### src/include/etc_pkg.sv
// Package for the exposure trigger controller: register map, field layout,
// trigger modes and timing constants.
// Assumes a 20 MHz system clock and a 32-bit AXI4-Lite register bus.
package etc_pkg;
    localparam int CLK_HZ = 20000000;
    localparam int AXI_AW = 8;
    // Register byte offsets
    localparam logic [AXI_AW-1:0] OFS_CTRL = 8'h00;
    localparam logic [AXI_AW-1:0] OFS_DELAY = 8'h04;
    localparam logic [AXI_AW-1:0] OFS_EXPO = 8'h08;
    localparam logic [AXI_AW-1:0] OFS_PDOWN = 8'h0C;
    localparam logic [AXI_AW-1:0] OFS_STATUS = 8'h10;
    localparam logic [AXI_AW-1:0] OFS_FORCE = 8'h14;
    localparam logic [AXI_AW-1:0] OFS_READOUT = 8'h18;
    // CTRL fields
    localparam int CTRL_MODE_LSB = 0;
    localparam int CTRL_MODE_W = 2;
    localparam int CTRL_RUN_BIT = 2;
    localparam int CTRL_ACQ_EXT_BIT = 3;
    localparam int CTRL_DOUBLE_BIT = 4;
    localparam int CTRL_TB_LSB = 8;
    localparam int CTRL_TB_W = 2;
    // STATUS fields
    localparam int ST_BUSY_BIT = 0;
    localparam int ST_TRIG_BIT = 1;
    localparam int ST_EXPO_BIT = 2;
    localparam int ST_READ_BIT = 3;
    localparam int ST_PDOWN_BIT = 4;
    localparam int ST_ACQ_BIT = 5;
    localparam int FORCE_BIT = 0;
    // Timebase: 0 ns-ish (1 tick), 1 us, 2 ms units expressed in clock ticks
    localparam int TICK_NS = 50;
    localparam int US_NS = 1000;
    localparam int MS_NS = 1000000;
    localparam logic [31:0] TB_US_CYC = 32'(US_NS / TICK_NS);
    localparam logic [31:0] TB_MS_CYC = 32'(MS_NS / TICK_NS);
    localparam logic [31:0] ONE_CYC = 32'h0000_0001;
    // Power-down threshold applies above one second of exposure
    localparam int PDOWN_MIN_S = 1;
    localparam logic [63:0] PDOWN_MIN_CYC = 64'(PDOWN_MIN_S) * 64'(CLK_HZ);
    localparam logic [31:0] RESP_OKAY = 32'h0;
    localparam logic [1:0] AXI_OKAY = 2'h0;
    localparam logic [1:0] AXI_SLVERR = 2'h2;

    typedef enum logic [1:0] {
        ETC_MODE_AUTO,
        ETC_MODE_SOFT,
        ETC_MODE_EDGE,
        ETC_MODE_PULSE
    } etc_mode_t;
endpackage

### src/logic/etc_top.sv
// Exposure trigger controller: trigger modes, busy tracking, double image.
// Assumes a 20 MHz clock, synchronous active-high reset, AXI4-Lite master,
// asynchronous trigger, gate and polarity switch pins.
`timescale 1ns/100ps
`default_nettype none

// Operation
// - Four trigger modes, host writable and readable
// - Force starts exposure in auto/soft/edge modes
// - Force ignored in pulse-width mode
// - Triggers discarded while busy
// - Busy readable; host checks before forcing
// - Power-down threshold only above one second
// - Host reads logical trigger input level
// - Edge polarity from static switch
// - Polarity maps pin level to TRUE/FALSE
// - Double image: mode governs first exposure only
// - Second exposure lasts first readout time
// - Auto mode restarts exposure after readout
// - Soft mode ignores trigger input
// - Edge mode: edge or force starts delay
// - Pulse mode exposes while input active
// - Pulse mode ignores delay and exposure times
// - Delay and exposure held with timebase
// - Triggers only in run; stop halts all
// - External gate blocks triggers and readout
module etc_top (
    input wire logic clk,
    input wire logic sys_rst,
    input wire logic [etc_pkg::AXI_AW-1:0] s_axi_awaddr,
    input wire logic s_axi_awvalid,
    output logic s_axi_awready,
    input wire logic [31:0] s_axi_wdata,
    input wire logic [3:0] s_axi_wstrb,
    input wire logic s_axi_wvalid,
    output logic s_axi_wready,
    output logic [1:0] s_axi_bresp,
    output logic s_axi_bvalid,
    input wire logic s_axi_bready,
    input wire logic [etc_pkg::AXI_AW-1:0] s_axi_araddr,
    input wire logic s_axi_arvalid,
    output logic s_axi_arready,
    output logic [31:0] s_axi_rdata,
    output logic [1:0] s_axi_rresp,
    output logic s_axi_rvalid,
    input wire logic s_axi_rready,
    input wire logic trig_pin,
    input wire logic trig_falling_sw,
    input wire logic acq_pin,
    output logic exposing,
    output logic reading,
    output logic busy
);
    import etc_pkg::*;

    typedef enum logic [2:0] {
        ETC_IDLE, ETC_DELAY, ETC_EXPO, ETC_EXPO2, ETC_READ
    } etc_state_t;

    function automatic logic [31:0] etc_scale(input logic [31:0] val, input logic [1:0] tb);
        logic [31:0] unit;
        unit = (tb == 2'h1) ? TB_US_CYC : (tb == 2'h2) ? TB_MS_CYC : ONE_CYC;
        return 32'(val * unit);
    endfunction

    // Pin synchronisers
    logic trig_s1_q, trig_s2_q, trig_s3_q;
    logic pol_s1_q, pol_s2_q;
    logic acq_s1_q, acq_s2_q;
    always_ff @(posedge clk) begin
        trig_s1_q <= trig_pin;
        trig_s2_q <= trig_s1_q;
        trig_s3_q <= trig_s2_q;
        pol_s1_q <= trig_falling_sw;
        pol_s2_q <= pol_s1_q;
        acq_s1_q <= acq_pin;
        acq_s2_q <= acq_s1_q;
    end

    // Registers
    logic [31:0] ctrl_q, delay_q, expo_q, pdown_q, readout_q;
    logic force_pulse;
    logic [1:0] mode;
    logic run, acq_ext, dbl;
    logic [1:0] tb;
    assign mode = ctrl_q[CTRL_MODE_LSB +: CTRL_MODE_W];
    assign run = ctrl_q[CTRL_RUN_BIT];
    assign acq_ext = ctrl_q[CTRL_ACQ_EXT_BIT];
    assign dbl = ctrl_q[CTRL_DOUBLE_BIT];
    assign tb = ctrl_q[CTRL_TB_LSB +: CTRL_TB_W];

    // Logical trigger level and selected edge
    wire trig_true = trig_s2_q ^ pol_s2_q;
    wire trig_prev = trig_s3_q ^ pol_s2_q;
    wire trig_edge = trig_true & ~trig_prev;
    wire acq_ok = ~acq_ext | acq_s2_q;
    wire enabled = run & acq_ok;

    etc_state_t st_q;
    logic [31:0] cnt_q;
    logic [31:0] rd_len_q;
    logic second_q;
    logic pdown_q_act;
    wire idle = (st_q == ETC_IDLE);
    // Start condition per mode, only when idle; triggers while busy are dropped
    wire is_pulse = (mode == ETC_MODE_PULSE);
    wire sw_start = force_pulse & ~is_pulse;
    wire ext_start = (mode == ETC_MODE_EDGE) & trig_edge;
    wire auto_start = (mode == ETC_MODE_AUTO);
    wire pulse_start = is_pulse & trig_edge;
    wire start = idle & enabled & (sw_start | ext_start | auto_start | pulse_start);
    wire [31:0] dly_cyc = etc_scale(delay_q, tb);
    wire [31:0] exp_cyc = etc_scale(expo_q, tb);
    wire long_expo = 64'(exp_cyc) > PDOWN_MIN_CYC;
    wire cnt_done = (cnt_q <= ONE_CYC);

    always_ff @(posedge clk) begin
        if (sys_rst || !run) begin
            st_q <= ETC_IDLE;
            cnt_q <= '0;
            second_q <= 1'b0;
        end else begin
            case (st_q)
                ETC_IDLE: begin
                    second_q <= 1'b0;
                    if (start) begin
                        if (is_pulse) begin
                            st_q <= ETC_EXPO;
                        end else if (dly_cyc != 32'h0) begin
                            st_q <= ETC_DELAY;
                            cnt_q <= dly_cyc;
                        end else begin
                            st_q <= ETC_EXPO;
                            cnt_q <= exp_cyc;
                        end
                    end
                end
                ETC_DELAY: begin
                    cnt_q <= cnt_q - ONE_CYC;
                    if (cnt_done) begin
                        st_q <= ETC_EXPO;
                        cnt_q <= exp_cyc;
                    end
                end
                ETC_EXPO: begin
                    cnt_q <= cnt_q - ONE_CYC;
                    if (is_pulse ? !trig_true : cnt_done) begin
                        st_q <= ETC_READ;
                        cnt_q <= rd_len_q;
                        second_q <= dbl;
                    end
                end
                ETC_READ: begin
                    if (acq_ok) begin
                        cnt_q <= cnt_q - ONE_CYC;
                        if (cnt_done) begin
                            st_q <= ETC_IDLE;
                            second_q <= 1'b0;
                        end
                    end
                end
                default: st_q <= ETC_IDLE;
            endcase
        end
    end

    // Power-down status, registered: set while a timed exposure longer than one second runs
    always_ff @(posedge clk) begin
        pdown_q_act <= (sys_rst) ? 1'b0 : (long_expo & (st_q == ETC_EXPO) & ~is_pulse);
    end

    assign exposing = (st_q == ETC_EXPO) | ((st_q == ETC_READ) & second_q);
    assign reading = (st_q == ETC_READ);
    assign busy = ~idle;

    // AXI4-Lite slave
    logic aw_q, w_q, bv_q, rv_q;
    logic [AXI_AW-1:0] awaddr_q;
    logic [31:0] wdata_q, rdata_q;
    logic [1:0] bresp_q, rresp_q;
    assign s_axi_awready = ~aw_q & ~bv_q;
    assign s_axi_wready = ~w_q & ~bv_q;
    assign s_axi_arready = ~rv_q;
    assign s_axi_bvalid = bv_q;
    assign s_axi_bresp = bresp_q;
    assign s_axi_rvalid = rv_q;
    assign s_axi_rdata = rdata_q;
    assign s_axi_rresp = rresp_q;
    wire aw_have = aw_q | (s_axi_awvalid & s_axi_awready);
    wire w_have = w_q | (s_axi_wvalid & s_axi_wready);
    wire [AXI_AW-1:0] wa = aw_q ? awaddr_q : s_axi_awaddr;
    wire [31:0] wd = w_q ? wdata_q : s_axi_wdata;
    wire do_wr = aw_have & w_have & ~bv_q;
    wire wr_hit = (wa == OFS_CTRL) | (wa == OFS_DELAY) | (wa == OFS_EXPO) | (wa == OFS_PDOWN) |
                  (wa == OFS_FORCE) | (wa == OFS_READOUT) | (wa == OFS_STATUS);
    assign force_pulse = do_wr & (wa == OFS_FORCE) & wd[FORCE_BIT];
    wire [31:0] status = 32'({acq_s2_q, pdown_q_act, reading, exposing, trig_true, busy});
    wire [31:0] rmux = (s_axi_araddr == OFS_CTRL) ? ctrl_q :
                       (s_axi_araddr == OFS_DELAY) ? delay_q :
                       (s_axi_araddr == OFS_EXPO) ? expo_q :
                       (s_axi_araddr == OFS_PDOWN) ? pdown_q :
                       (s_axi_araddr == OFS_READOUT) ? readout_q :
                       (s_axi_araddr == OFS_STATUS) ? status : RESP_OKAY;
    wire rd_hit = (s_axi_araddr == OFS_CTRL) | (s_axi_araddr == OFS_DELAY) | (s_axi_araddr == OFS_EXPO) |
                  (s_axi_araddr == OFS_PDOWN) | (s_axi_araddr == OFS_READOUT) |
                  (s_axi_araddr == OFS_STATUS) | (s_axi_araddr == OFS_FORCE);

    always_ff @(posedge clk) begin
        if (sys_rst) begin
            aw_q <= 1'b0;
            w_q <= 1'b0;
            bv_q <= 1'b0;
            rv_q <= 1'b0;
            awaddr_q <= '0;
            wdata_q <= '0;
            rdata_q <= '0;
            bresp_q <= AXI_OKAY;
            rresp_q <= AXI_OKAY;
            ctrl_q <= '0;
            delay_q <= '0;
            expo_q <= '0;
            pdown_q <= '0;
            readout_q <= '0;
        end else begin
            if (s_axi_awvalid & s_axi_awready & ~do_wr) begin
                aw_q <= 1'b1;
                awaddr_q <= s_axi_awaddr;
            end
            if (s_axi_wvalid & s_axi_wready & ~do_wr) begin
                w_q <= 1'b1;
                wdata_q <= s_axi_wdata;
            end
            if (do_wr) begin
                aw_q <= 1'b0;
                w_q <= 1'b0;
                bv_q <= 1'b1;
                bresp_q <= wr_hit ? AXI_OKAY : AXI_SLVERR;
                if (wa == OFS_CTRL) ctrl_q <= wd;
                if (wa == OFS_DELAY) delay_q <= wd;
                if (wa == OFS_EXPO) expo_q <= wd;
                if (wa == OFS_PDOWN) pdown_q <= wd;
                if (wa == OFS_READOUT) readout_q <= wd;
            end else if (bv_q & s_axi_bready) begin
                bv_q <= 1'b0;
            end
            if (s_axi_arvalid & s_axi_arready) begin
                rv_q <= 1'b1;
                rdata_q <= rmux;
                rresp_q <= rd_hit ? AXI_OKAY : AXI_SLVERR;
            end else if (rv_q & s_axi_rready) begin
                rv_q <= 1'b0;
            end
        end
    end

    always_ff @(posedge clk) begin
        rd_len_q <= sys_rst ? ONE_CYC : ((readout_q == 32'h0) ? ONE_CYC : readout_q);
    end

    a_force_pulse_noact: assert property (@(posedge clk) disable iff (sys_rst)
        (idle & is_pulse & force_pulse & ~trig_edge) |=> idle)
        else $error("force acted in pulse mode");
    a_busy_drop_trig: assert property (@(posedge clk) disable iff (sys_rst)
        (st_q == ETC_READ & force_pulse) |=> (st_q != ETC_DELAY))
        else $error("trigger accepted while busy");
    a_force_starts: assert property (@(posedge clk) disable iff (sys_rst)
        (idle & run & acq_ok & force_pulse & ~is_pulse) |=> busy)
        else $error("force did not start exposure");
    a_stop_halts: assert property (@(posedge clk) disable iff (sys_rst)
        !run |=> idle)
        else $error("sequence runs in stop state");
    a_gate_blocks: assert property (@(posedge clk) disable iff (sys_rst)
        (idle & acq_ext & ~acq_s2_q) |=> idle)
        else $error("trigger taken while gate false");
    a_soft_no_ext: assert property (@(posedge clk) disable iff (sys_rst)
        (idle & mode == ETC_MODE_SOFT & ~force_pulse) |=> idle)
        else $error("soft mode started without force");
    a_pulse_end: assert property (@(posedge clk) disable iff (sys_rst)
        (run & st_q == ETC_EXPO & is_pulse & ~trig_true) |=> (st_q == ETC_READ))
        else $error("pulse exposure did not end");
    a_auto_restart: assert property (@(posedge clk) disable iff (sys_rst)
        (idle & run & acq_ok & mode == ETC_MODE_AUTO) |=> busy)
        else $error("auto mode did not restart");
    a_level_map: assert property (@(posedge clk) disable iff (sys_rst)
        status[ST_TRIG_BIT] == (trig_s2_q != pol_s2_q))
        else $error("trigger level mapping wrong");
    a_pulse_no_delay: assert property (@(posedge clk) disable iff (sys_rst)
        (start & is_pulse) |=> (st_q == ETC_EXPO))
        else $error("pulse mode entered delay");
    a_edge_needs_trig: assert property (@(posedge clk) disable iff (sys_rst)
        (idle & mode == ETC_MODE_EDGE & ~trig_edge & ~force_pulse) |=> idle)
        else $error("edge mode started without trigger");
    a_gate_freeze: assert property (@(posedge clk) disable iff (sys_rst)
        (run & st_q == ETC_READ & acq_ext & ~acq_s2_q) |=> (st_q == ETC_READ && $stable(cnt_q)))
        else $error("readout ran while gate false");
    a_pdown_long: assert property (@(posedge clk) disable iff (sys_rst)
        pdown_q_act |-> $past(long_expo))
        else $error("power-down without long exposure");
    a_double_second: assert property (@(posedge clk) disable iff (sys_rst)
        (run & st_q == ETC_EXPO & dbl & (is_pulse ? !trig_true : cnt_done)) |=> (exposing & reading))
        else $error("second exposure missing in readout");
endmodule // etc_top

`default_nettype wire

### config.mk
export PLATFORM = sky130hd
export DESIGN_NAME = etc_top
export DESIGN_NICKNAME = d
export VERILOG_FILES = /design/src/include/etc_pkg.sv /design/src/logic/etc_top.sv
export SDC_FILE = /design/constraint.sdc
export NUM_CORES = 1
export LEC_CHECK = 0
export ABC_AREA = 1
export BUFFER_PORTS_ARGS = -buffer_cell sky130_fd_sc_hd__buf_4
export CORE_MARGIN = 2
export CORE_UTILIZATION = 64
export CTS_CLUSTER_DIAMETER = 100
export DETAILED_ROUTE_END_ITERATION = 6
export GPL_TIMING_DRIVEN = 0
export PLACE_DENSITY = 0.79
export SKIP_CTS_REPAIR_TIMING = 1
export SYNTH_ARGS = -nofsm -noshare
export SYNTH_HDL_FRONTEND = slang
export SYNTH_SLANG_ARGS = --single-unit
export TNS_END_PERCENT = 100
### constraint.sdc
create_clock -name clk -period 7.4 [get_ports clk]
set_input_delay 0.74 -clock clk [delete_from_list [all_inputs] [get_ports clk]]
set_output_delay 0.74 -clock clk [all_outputs]
set_load 0.05 [all_outputs]
======== Word-level counts from Yosys, hierarchy flattened ========
Index checks and enable logic that the tools add are counted.
storage, ports and cells
  register bits after elaboration ......... 316
  bits of input ports ..................... 62
operators by class
  bitwise operators ....................... 53
  order comparisons ....................... 2
  multiplexer cells ....................... 36
  reductions and logical operators ........ 23
  add/subtract/negate cells ............... 1
  multiply operators ...................... 2
  equality and inequality tests ........... 25
operators by type and width
  kind                   count
  $mux 32                12
  $pmux 32 s4            1
  $eq 8x5->1 const B     6
  $eq 8x4->1 const B     4
  $gt 32x25->1 const B   1
  $le 32x1->1 const B    1
  $logic_not 32->1       1
  $mul 32x15->32         1
  $mul 32x32->32         1
  $reduce_bool 32->1     1
  $sub 32x1->32 const B  1
  $mux 15                2
  $and 1x1->1            23
  $or 1x1->1             19
  $eq 8x3->1 const B     2
  $logic_not 8->1        2
  $mux 3                 5
  $pmux 3 s4             1
  $reduce_and 2->1       5
  $not 1->1              9
  $mux 1                 8
  $mux 2                 4
  $mux 8                 1
  $reduce_and 4->1       2
  other kinds (19)       29

======== Logic depth before layout (Yosys ltp) ========
Gate-level depths: netlist of the first run.
  depth in word-level cells ............... 15
  gate-level depth with buffers ........... 40

======== Least setup slack after synthesis of the first run ========
No wires, ideal clock.
  kind .................................... register -> register
  from .................................... register ctrl_q[8]
  to ...................................... register cnt_q[28]
  path buffers ............................ 5
  arrival ................................. 6.289 ns
  period minus slack after synthesis ...... 6.359 ns
  required time ........................... 7.330 ns
  stages on the path, launching flop included .. 31
  setup slack ............................. 1.041 ns
  path through ............................ dfxtp_1 -> inv_1 -> ha_1 -> buf_4 -> buf_2 -> buf_1 -> buf_1 -> nand2_1 -> fa_1 -> inv_1 -> ha_1 -> fa_1 -> fa_1 -> fa_1 -> fa_1 -> ha_1 -> nand2_1 -> nor2_1 -> nand2_1 -> nor2_1 -> nand2_1 -> nand4_1 -> nand2_1 -> nor2_1 -> nand2_1 -> nor3_4 -> nand3_4 -> buf_6 -> o21ai_1 -> nand2_1 -> a21oi_1
between the ends
  word-level cells in the longest chain between the ends .. 9
  elaborated cells on any way between the ends .. 12
  those cells by class .................... mul: 2; eq/ne: 2; mux: 7; reduce/logical: 1
RTL lines
  what                    RTL line        text
  from (decl)             etc_top.sv:81   logic [31:0] ctrl_q, delay_q, expo_q, pdown_q, readout_q;
  from (signal assigned)  etc_top.sv:238  if (wa == OFS_CTRL) ctrl_q <= wd;
  $eq 2x2->1              etc_top.sv:62   unit = (tb == 2'h1) ? TB_US_CYC : (tb == 2'h2) ? TB_MS_CYC : ONE_CYC;
  $mux 15                 etc_top.sv:62
  $mux 15 (*)             etc_top.sv:62
  $mul 32x32->32          etc_top.sv:63   return 32'(val * unit);
  $reduce_bool 32->1      etc_top.sv:129  end else if (dly_cyc != 32'h0) begin
  $mux 32                 etc_top.sv:129
  $mux 32                 etc_top.sv:127  if (is_pulse) begin
  $mux 32                 etc_top.sv:126  if (start) begin
  $pmux 32 s4 (*)         etc_top.sv:123  case (st_q)
  to (signal assigned)    etc_top.sv:131  cnt_q <= dly_cyc;
  to (signal assigned)    etc_top.sv:134  cnt_q <= exp_cyc;
  to (signal assigned)    etc_top.sv:139  cnt_q <= cnt_q - ONE_CYC;
  to (decl)               etc_top.sv:100  logic [31:0] cnt_q;
Every way passes the cells marked *; elsewhere a longest branch is shown, timed or not. The select of a mux whose other input is x is not followed.
A chain may end at the register's enable or synchronous reset.

======== Worst setup path in the final report of the first run ========
  from .................................... register ctrl_q[8]
  to ...................................... register pdown_q_act
between the ends
  word-level cells in the longest chain between the ends .. 7
  elaborated cells on any way between the ends .. 8
  those cells by class .................... mul: 1; order compare: 1; eq/ne: 2; mux: 2; bitwise: 2
RTL lines
  what                           RTL line        text
  $eq 2x2->1                     etc_top.sv:62
  $mux 15                        etc_top.sv:62
  $mux 15 (*)                    etc_top.sv:62
  $mul 32x15->32 (*)             etc_top.sv:63
  $gt 32x25->1 (*)               etc_top.sv:114  wire long_expo = 64'(exp_cyc) > PDOWN_MIN_CYC;
  $and 1x1->1 (*) (2 in series)  etc_top.sv:169  pdown_q_act <= (sys_rst) ? 1'b0 : (long_expo & (st_q == ETC_EXPO) & ~is_pulse);
  to (signal assigned)           etc_top.sv:169
  to (decl)                      etc_top.sv:103  logic pdown_q_act;
Every way passes the cells marked *; elsewhere a longest branch is shown, timed or not.

==> results.cfg, run 1 <==
[route]
drc = 0
dr.pass1.iters = 6
ant_nets = 0
drtIter0Drc = 3200
via_per_inst = 5.80
via_count = 27400
wl_um = 98500
wl_per_cell_um = 20.8

[timing]
layout_min_cycle_time_ps = 7130
hold_viol = 0
drv_slew = 25
skew_ps = 20.6
worstMarginPinSlew_ps = 1640
slew_headroom_pct = -10.6
worst_hold_slack_ps = 276
setup_viol = 0
period_share_pct = 96.3
max_freq_ghz = 0.140

[critical_path]
path_class = register to register
worstPathArrival_ps = 7630
crit_required_ps = 7910
cp-end-kind = register
cp-start-kind = register
path_max_fanout = 19
cp_slowest_cell = fa_1
critical_path.max_stage_delay_ps = 510

[synthesis]
yosys.cell_types.count = 55
synth_cells = 3966
synth_warnings = 0
ys.flop_type = dfxtp_1
ys_seq_elements = 314
avgSynthCellArea_um2 = 7.28
synth-seq-area-share_pct = 21.8
synth_edf_count = 0
syn_area_um2 = 28900
async_flop_share_pct = 0

[finish]
multiInputGateArea_um2 = 18900
fin_util_pct = 71.9
layout_commonest_cell = inv_1
design_area_um2 = 31900
final_cell_mix = 834 x inv_1, 709 x nand2_1, 324 x a21oi_1
fillers = 3764
nNetsFinal = 4701
final_layout_size_suffix_gt1_share_pct = 6.84
seqCellArea_um2 = 6290
area_growth_pct = 10.4
final_cells = 4731

[placement]
gp_congestion = 1.04
placed_cells = 4663
dp_hpwl_um = 80400
port_buffers = 98
dpl_cell_area_um2 = 30400

[floorplan]
start_util_pct = 65.1
num_io_pins = 106
num_rows = 77
die_x_um = 216
core_area_um2 = 44300
fp.dieH_um = 216
die_area_um2 = 46800

[power]
power_mw = 4.44
leakage_nw = 17.5
ir_worst_vdd_mv = 0.207
p_per_area_nw_per_um2 = 139

[clock_network]
path_clk_slew_ps = 60
cts_max_path_buffers = 3
cts.sinks = 314
htreeDepth = 2
clock_latency_ps = 580
root_buffer = clkbuf_16
numCtsBuffers = 37
cts_tree = yes

[global_route]
antenna_found_initial = 1
grt_usage_pct = 42.1
grt_max_degree = 16
grt_first_pass_wirelength_um = 150000
overflow = 0
grt_pass1_vias = 26000

[outcome]
violations = capacitance limit, slew limit
status = complete, but fails checks

[job]
cap_violations = 5

[min_path]
hold_path.class = primary input to register
==> metal layers <==
layer,track usage (%),share of wire (%)
met5,0,0
met4,24.0,6.1
met3,7.38,11
met2,62.2,42
met1,58.3,41
==> final timing paths <==
path,startpoint,endpoint,slack [ps],cells past startpoint
worst max-delay path,ctrl_q[8]$_SDFFE_PP0P_,pdown_q_act$_SDFF_PP0_,270,31
worst min-delay path,trig_falling_sw,pol_s1_q$_DFF_P_,280,1
worst max register to register,ctrl_q[8]$_SDFFE_PP0P_,pdown_q_act$_SDFF_PP0_,270,31
worst min register to register,acq_s1_q$_DFF_P_,acq_s2_q$_DFF_P_,330,0
==> synth_stat cells, types with 9 or more instances <==
cell type	n	share of area, %
nand3_1	98	1.7
nor2_2	9	0.20
nor3_1	23	0.40
o2111ai_1	19	0.58
a221oi_1	9	0.27
nand4_1	29	0.63
buf_1	10	0.13
dfxtp_1	314	22
xnor2_1	29	0.88
ha_1	290	13
a21oi_1	330	5.7
xor2_1	55	1.7
nand2_1	710	9.2
nand2_2	14	0.30
nor4_1	12	0.26
buf_2	14	0.24
o21ai_1	9	0.16
inv_1	836	11
o211ai_1	18	0.47
o221ai_1	39	1.2
o21ai_0	331	5.7
clkbuf_1	114	1.5
nor2_1	312	4.1
fa_1	240	17
o21bai_1	18	0.47
o21ai_2	10	0.30
==> logic make-up (layout without fill, tap and decap cells) <==
family,count (synthesis),after routing,share of synthesized area [%]
AOI/OAI and AO/OA,815,815,15.7
xor gates and xnor gates,84,84,2.55
adders and majority gates,530,530,29.2
buffers and inverters,989,1158,13.1
DFF,314,314,21.8
other,1,5,0.0130
and+or+nand+nor,1233,1233,17.6
==> worst max-delay path, delay by kind of cell (launching register included) <==
| family | cells | cell delay (ps) |
|---|---|---|
| adders and majority gates | 8 | 3370 |
| and+or+nand+nor | 14 | 2030 |
| xor gates and xnor gates | 1 | 190 |
| DFF | 1 | 320 |
| buffers and inverters | 8 | 1090 |
==> state kept, by name (all words and copies together), names as in the netlist, 8 cells and up <==
signal       cells
ctrl_q          32
rd_len_q        32
cnt_q           32
delay_q         32
awaddr_q         8
pdown_q         32
readout_q       32
wdata_q         32
s_axi_rdata     32
expo_q          32
==> report_power, final <==
part | total [mW] | internal (mW) | switching [mW]
combinational | 0.645 | 0.158 | 0.487
sequential | 1.79 | 1.75 | 0.0396
clock | 2.00 | 1.17 | 0.825
==> metrics by stage <==
step,setup slack [ps],setup TNS (ps)
4_1_cts,-1390,-27620
3_5_place_dp,-1340,-25920
2_1_floorplan,1040,0
5_1_grt,-5.20,-5.20
3_3_place_gp,-1290,-24810
6_report,274,0
==> area by class of cell <==
class,count,area share [%]
Multi-Input combinational cell,2664,59.4
Sequential cell,314,19.7
Inverter,842,9.92
Clock buffer,45,3.19
Timing Repair Buffer,105,2.47
Tap cell,592,2.32
Buffer,145,2.06
Clock inverter,21,0.903
Antenna cell,3,0.0236
No activity file was read; power rests on OpenSTA's default activity.
==> run 2: changes to the inputs <==
--- a/config.mk
+++ b/config.mk
@@ -7,12 +7,14 @@
 export LEC_CHECK = 0
 export ABC_AREA = 1
 export BUFFER_PORTS_ARGS = -buffer_cell sky130_fd_sc_hd__buf_4
-export CORE_MARGIN = 2
+export CORE_MARGIN = 1
 export CORE_UTILIZATION = 64
 export CTS_CLUSTER_DIAMETER = 100
 export DETAILED_ROUTE_END_ITERATION = 6
 export GPL_TIMING_DRIVEN = 0
+export MAX_ROUTING_LAYER = met4
 export PLACE_DENSITY = 0.79
+export SETUP_SLACK_MARGIN = 0.3
 export SKIP_CTS_REPAIR_TIMING = 1
 export SYNTH_ARGS = -nofsm -noshare
 export SYNTH_HDL_FRONTEND = slang
==> run 2 against run 1 <==
Net effect: the flow still finishes with violations (capacitance limit, slew limit); fmax grew 2.0%; critical path depth fell by 1; first-iteration DRC count rose by 1.8%; via count up 2.7%; die area is 1.8% lower; largest power group unchanged.
==> results.cfg, run 2 (same netlist as run 1, synthesis figures left out) <==
[timing]
setup_viol = 0
period_share_pct = 94.4
worstMarginPinSlew_ps = 1580
skew_ps = 28.2
max_freq_ghz = 0.143
layout_min_cycle_time_ps = 6990
hold_viol = 0
worst_hold_slack_ps = 283
tns_ps = 0
drv_slew = 36
rsz0062_at_grt = false
slew_headroom_pct = -6.35

[route]
via_per_inst = 5.94
drc = 0
via_count = 28200
dr.pass1.iters = 6
wl_per_cell_um = 21.6
ant_nets = 0
drtIter0Drc = 3259
wl_um = 102000

[clock_network]
path_clk_slew_ps = 60
cts_tree = yes
cts.sinks = 314
htreeDepth = 2
numCtsBuffers = 38
root_buffer = clkbuf_16
cts_max_path_buffers = 3
clock_latency_ps = 570

[global_route]
grt_max_degree = 14
overflow = 0
grt_pass1_vias = 26800
antenna_found_initial = 1
grt_first_pass_wirelength_um = 154000
grt_usage_pct = 45.2

[critical_path]
cp_slowest_cell = fa_1
cp-end-kind = register
worst-path-buf-inv = 9
path_class = register to register
crit_required_ps = 7890
endpoint = pdown_q_act$_SDFF_PP0_
reg2reg_depth = 30
worstSetupPathDepth = 30
path_max_fanout = 10
r2r-end = pdown_q_act$_SDFF_PP0_
reg2reg_from = ctrl_q[8]$_SDFFE_PP0P_
rrSetupSlack_ps = 410
cp_common_cell = inv_1
crit_family = adder cells
cp-start-kind = register
worstPathArrival_ps = 7480
critical_path.max_stage_delay_ps = 550
critPathLaunch = ctrl_q[8]$_SDFFE_PP0P_

[placement]
port_buffers = 98
dp_hpwl_um = 82600
placed_cells = 4664
dpl_cell_area_um2 = 30400
gp_congestion = 1.04

[finish]
final_layout_size_suffix_gt1_share_pct = 8.10
final_cells = 4739
final_cell_mix = 831 x inv_1, 699 x nand2_1, 323 x a21oi_1
nNetsFinal = 4710
layout_commonest_cell = inv_1
area_growth_pct = 11.4
design_area_um2 = 32100

[floorplan]
die_area_um2 = 45900
die_x_um = 214
fp.dieH_um = 214
start_util_pct = 65.1
num_rows = 77
num_io_pins = 106
core_area_um2 = 44300

[min_path]
hold_path.class = primary input to register

[power]
ir_worst_vdd_mv = 0.203
p_per_area_nw_per_um2 = 137
leakage_nw = 17.5

[outcome]
status = complete, but fails checks
violations = capacitance limit, slew limit

[job]
cap_violations = 6
## run 2: cell count changes in the layout (fill, tap and decap cells not counted), sizes merged
cell      before  now
buf          137  143
clkbuf       158  163
clkinv         9   14
bufinv         5    3
clkinvlp       3    1
diode          3    1
inv          846  844
## run 2: worst min-delay path by stage
stage | startpoint | endpoint | slack, ps | cells after the start
6_report | trig_pin | trig_s1_q$_DFF_P_ | 280 | 1
5_1_grt | trig_falling_sw | pol_s1_q$_DFF_P_ | 280 | 1
4_1_cts | trig_pin | trig_s1_q$_DFF_P_ | 280 | 1
3_5_place_dp | acq_s1_q$_DFF_P_ | acq_s2_q$_DFF_P_ | 320 | 0
3_3_place_gp | acq_s1_q$_DFF_P_ | acq_s2_q$_DFF_P_ | 310 | 0
2_1_floorplan | acq_s1_q$_DFF_P_ | acq_s2_q$_DFF_P_ | 310 | 0
## run 2: metal layers
layer | up-vias | GRT usage, % | routed length, um
li1 | 12800 | - | -
met1 | 13200 | 58.9 | 41200
met2 | 1773 | 66.7 | 43600
met3 | 388 | 7.45 | 10400
met4 | 0 | 25.5 | 7110
met5 | - | - | 0
## run 2: power breakdown
part | internal (mW) | switching [mW] | total [mW]
registers | 1.75 | 0.0406 | 1.80
clock network | 1.13 | 0.827 | 1.96
logic | 0.163 | 0.496 | 0.659
total | 3.05 | 1.36 | 4.41
## run 2: area by class of cell
type / count / area, um^2
multi-input cells: 2664 / 19100
fillers: 3574 / 12200
flip-flops and latches: 314 / 6290
inverters: 842 / 3160
clock buffers: 48 / 1050
repair buffers: 111 / 831
well taps: 592 / 741
plain buffers: 147 / 722
clock inverters: 20 / 244
diodes: 1 / 2.50
## run 2: per-stage QoR
step | util [%] | setup WS, ps | power (mW)
global route | 72.5 | 253 | 4.50
CTS | 71.5 | -1480 | 4.35
floorplan | - | 1040 | 2.17
global placement | 68.4 | -1410 | 2.43
detailed placement | 68.6 | -1410 | 2.45
finish | 72.5 | 412 | 4.41
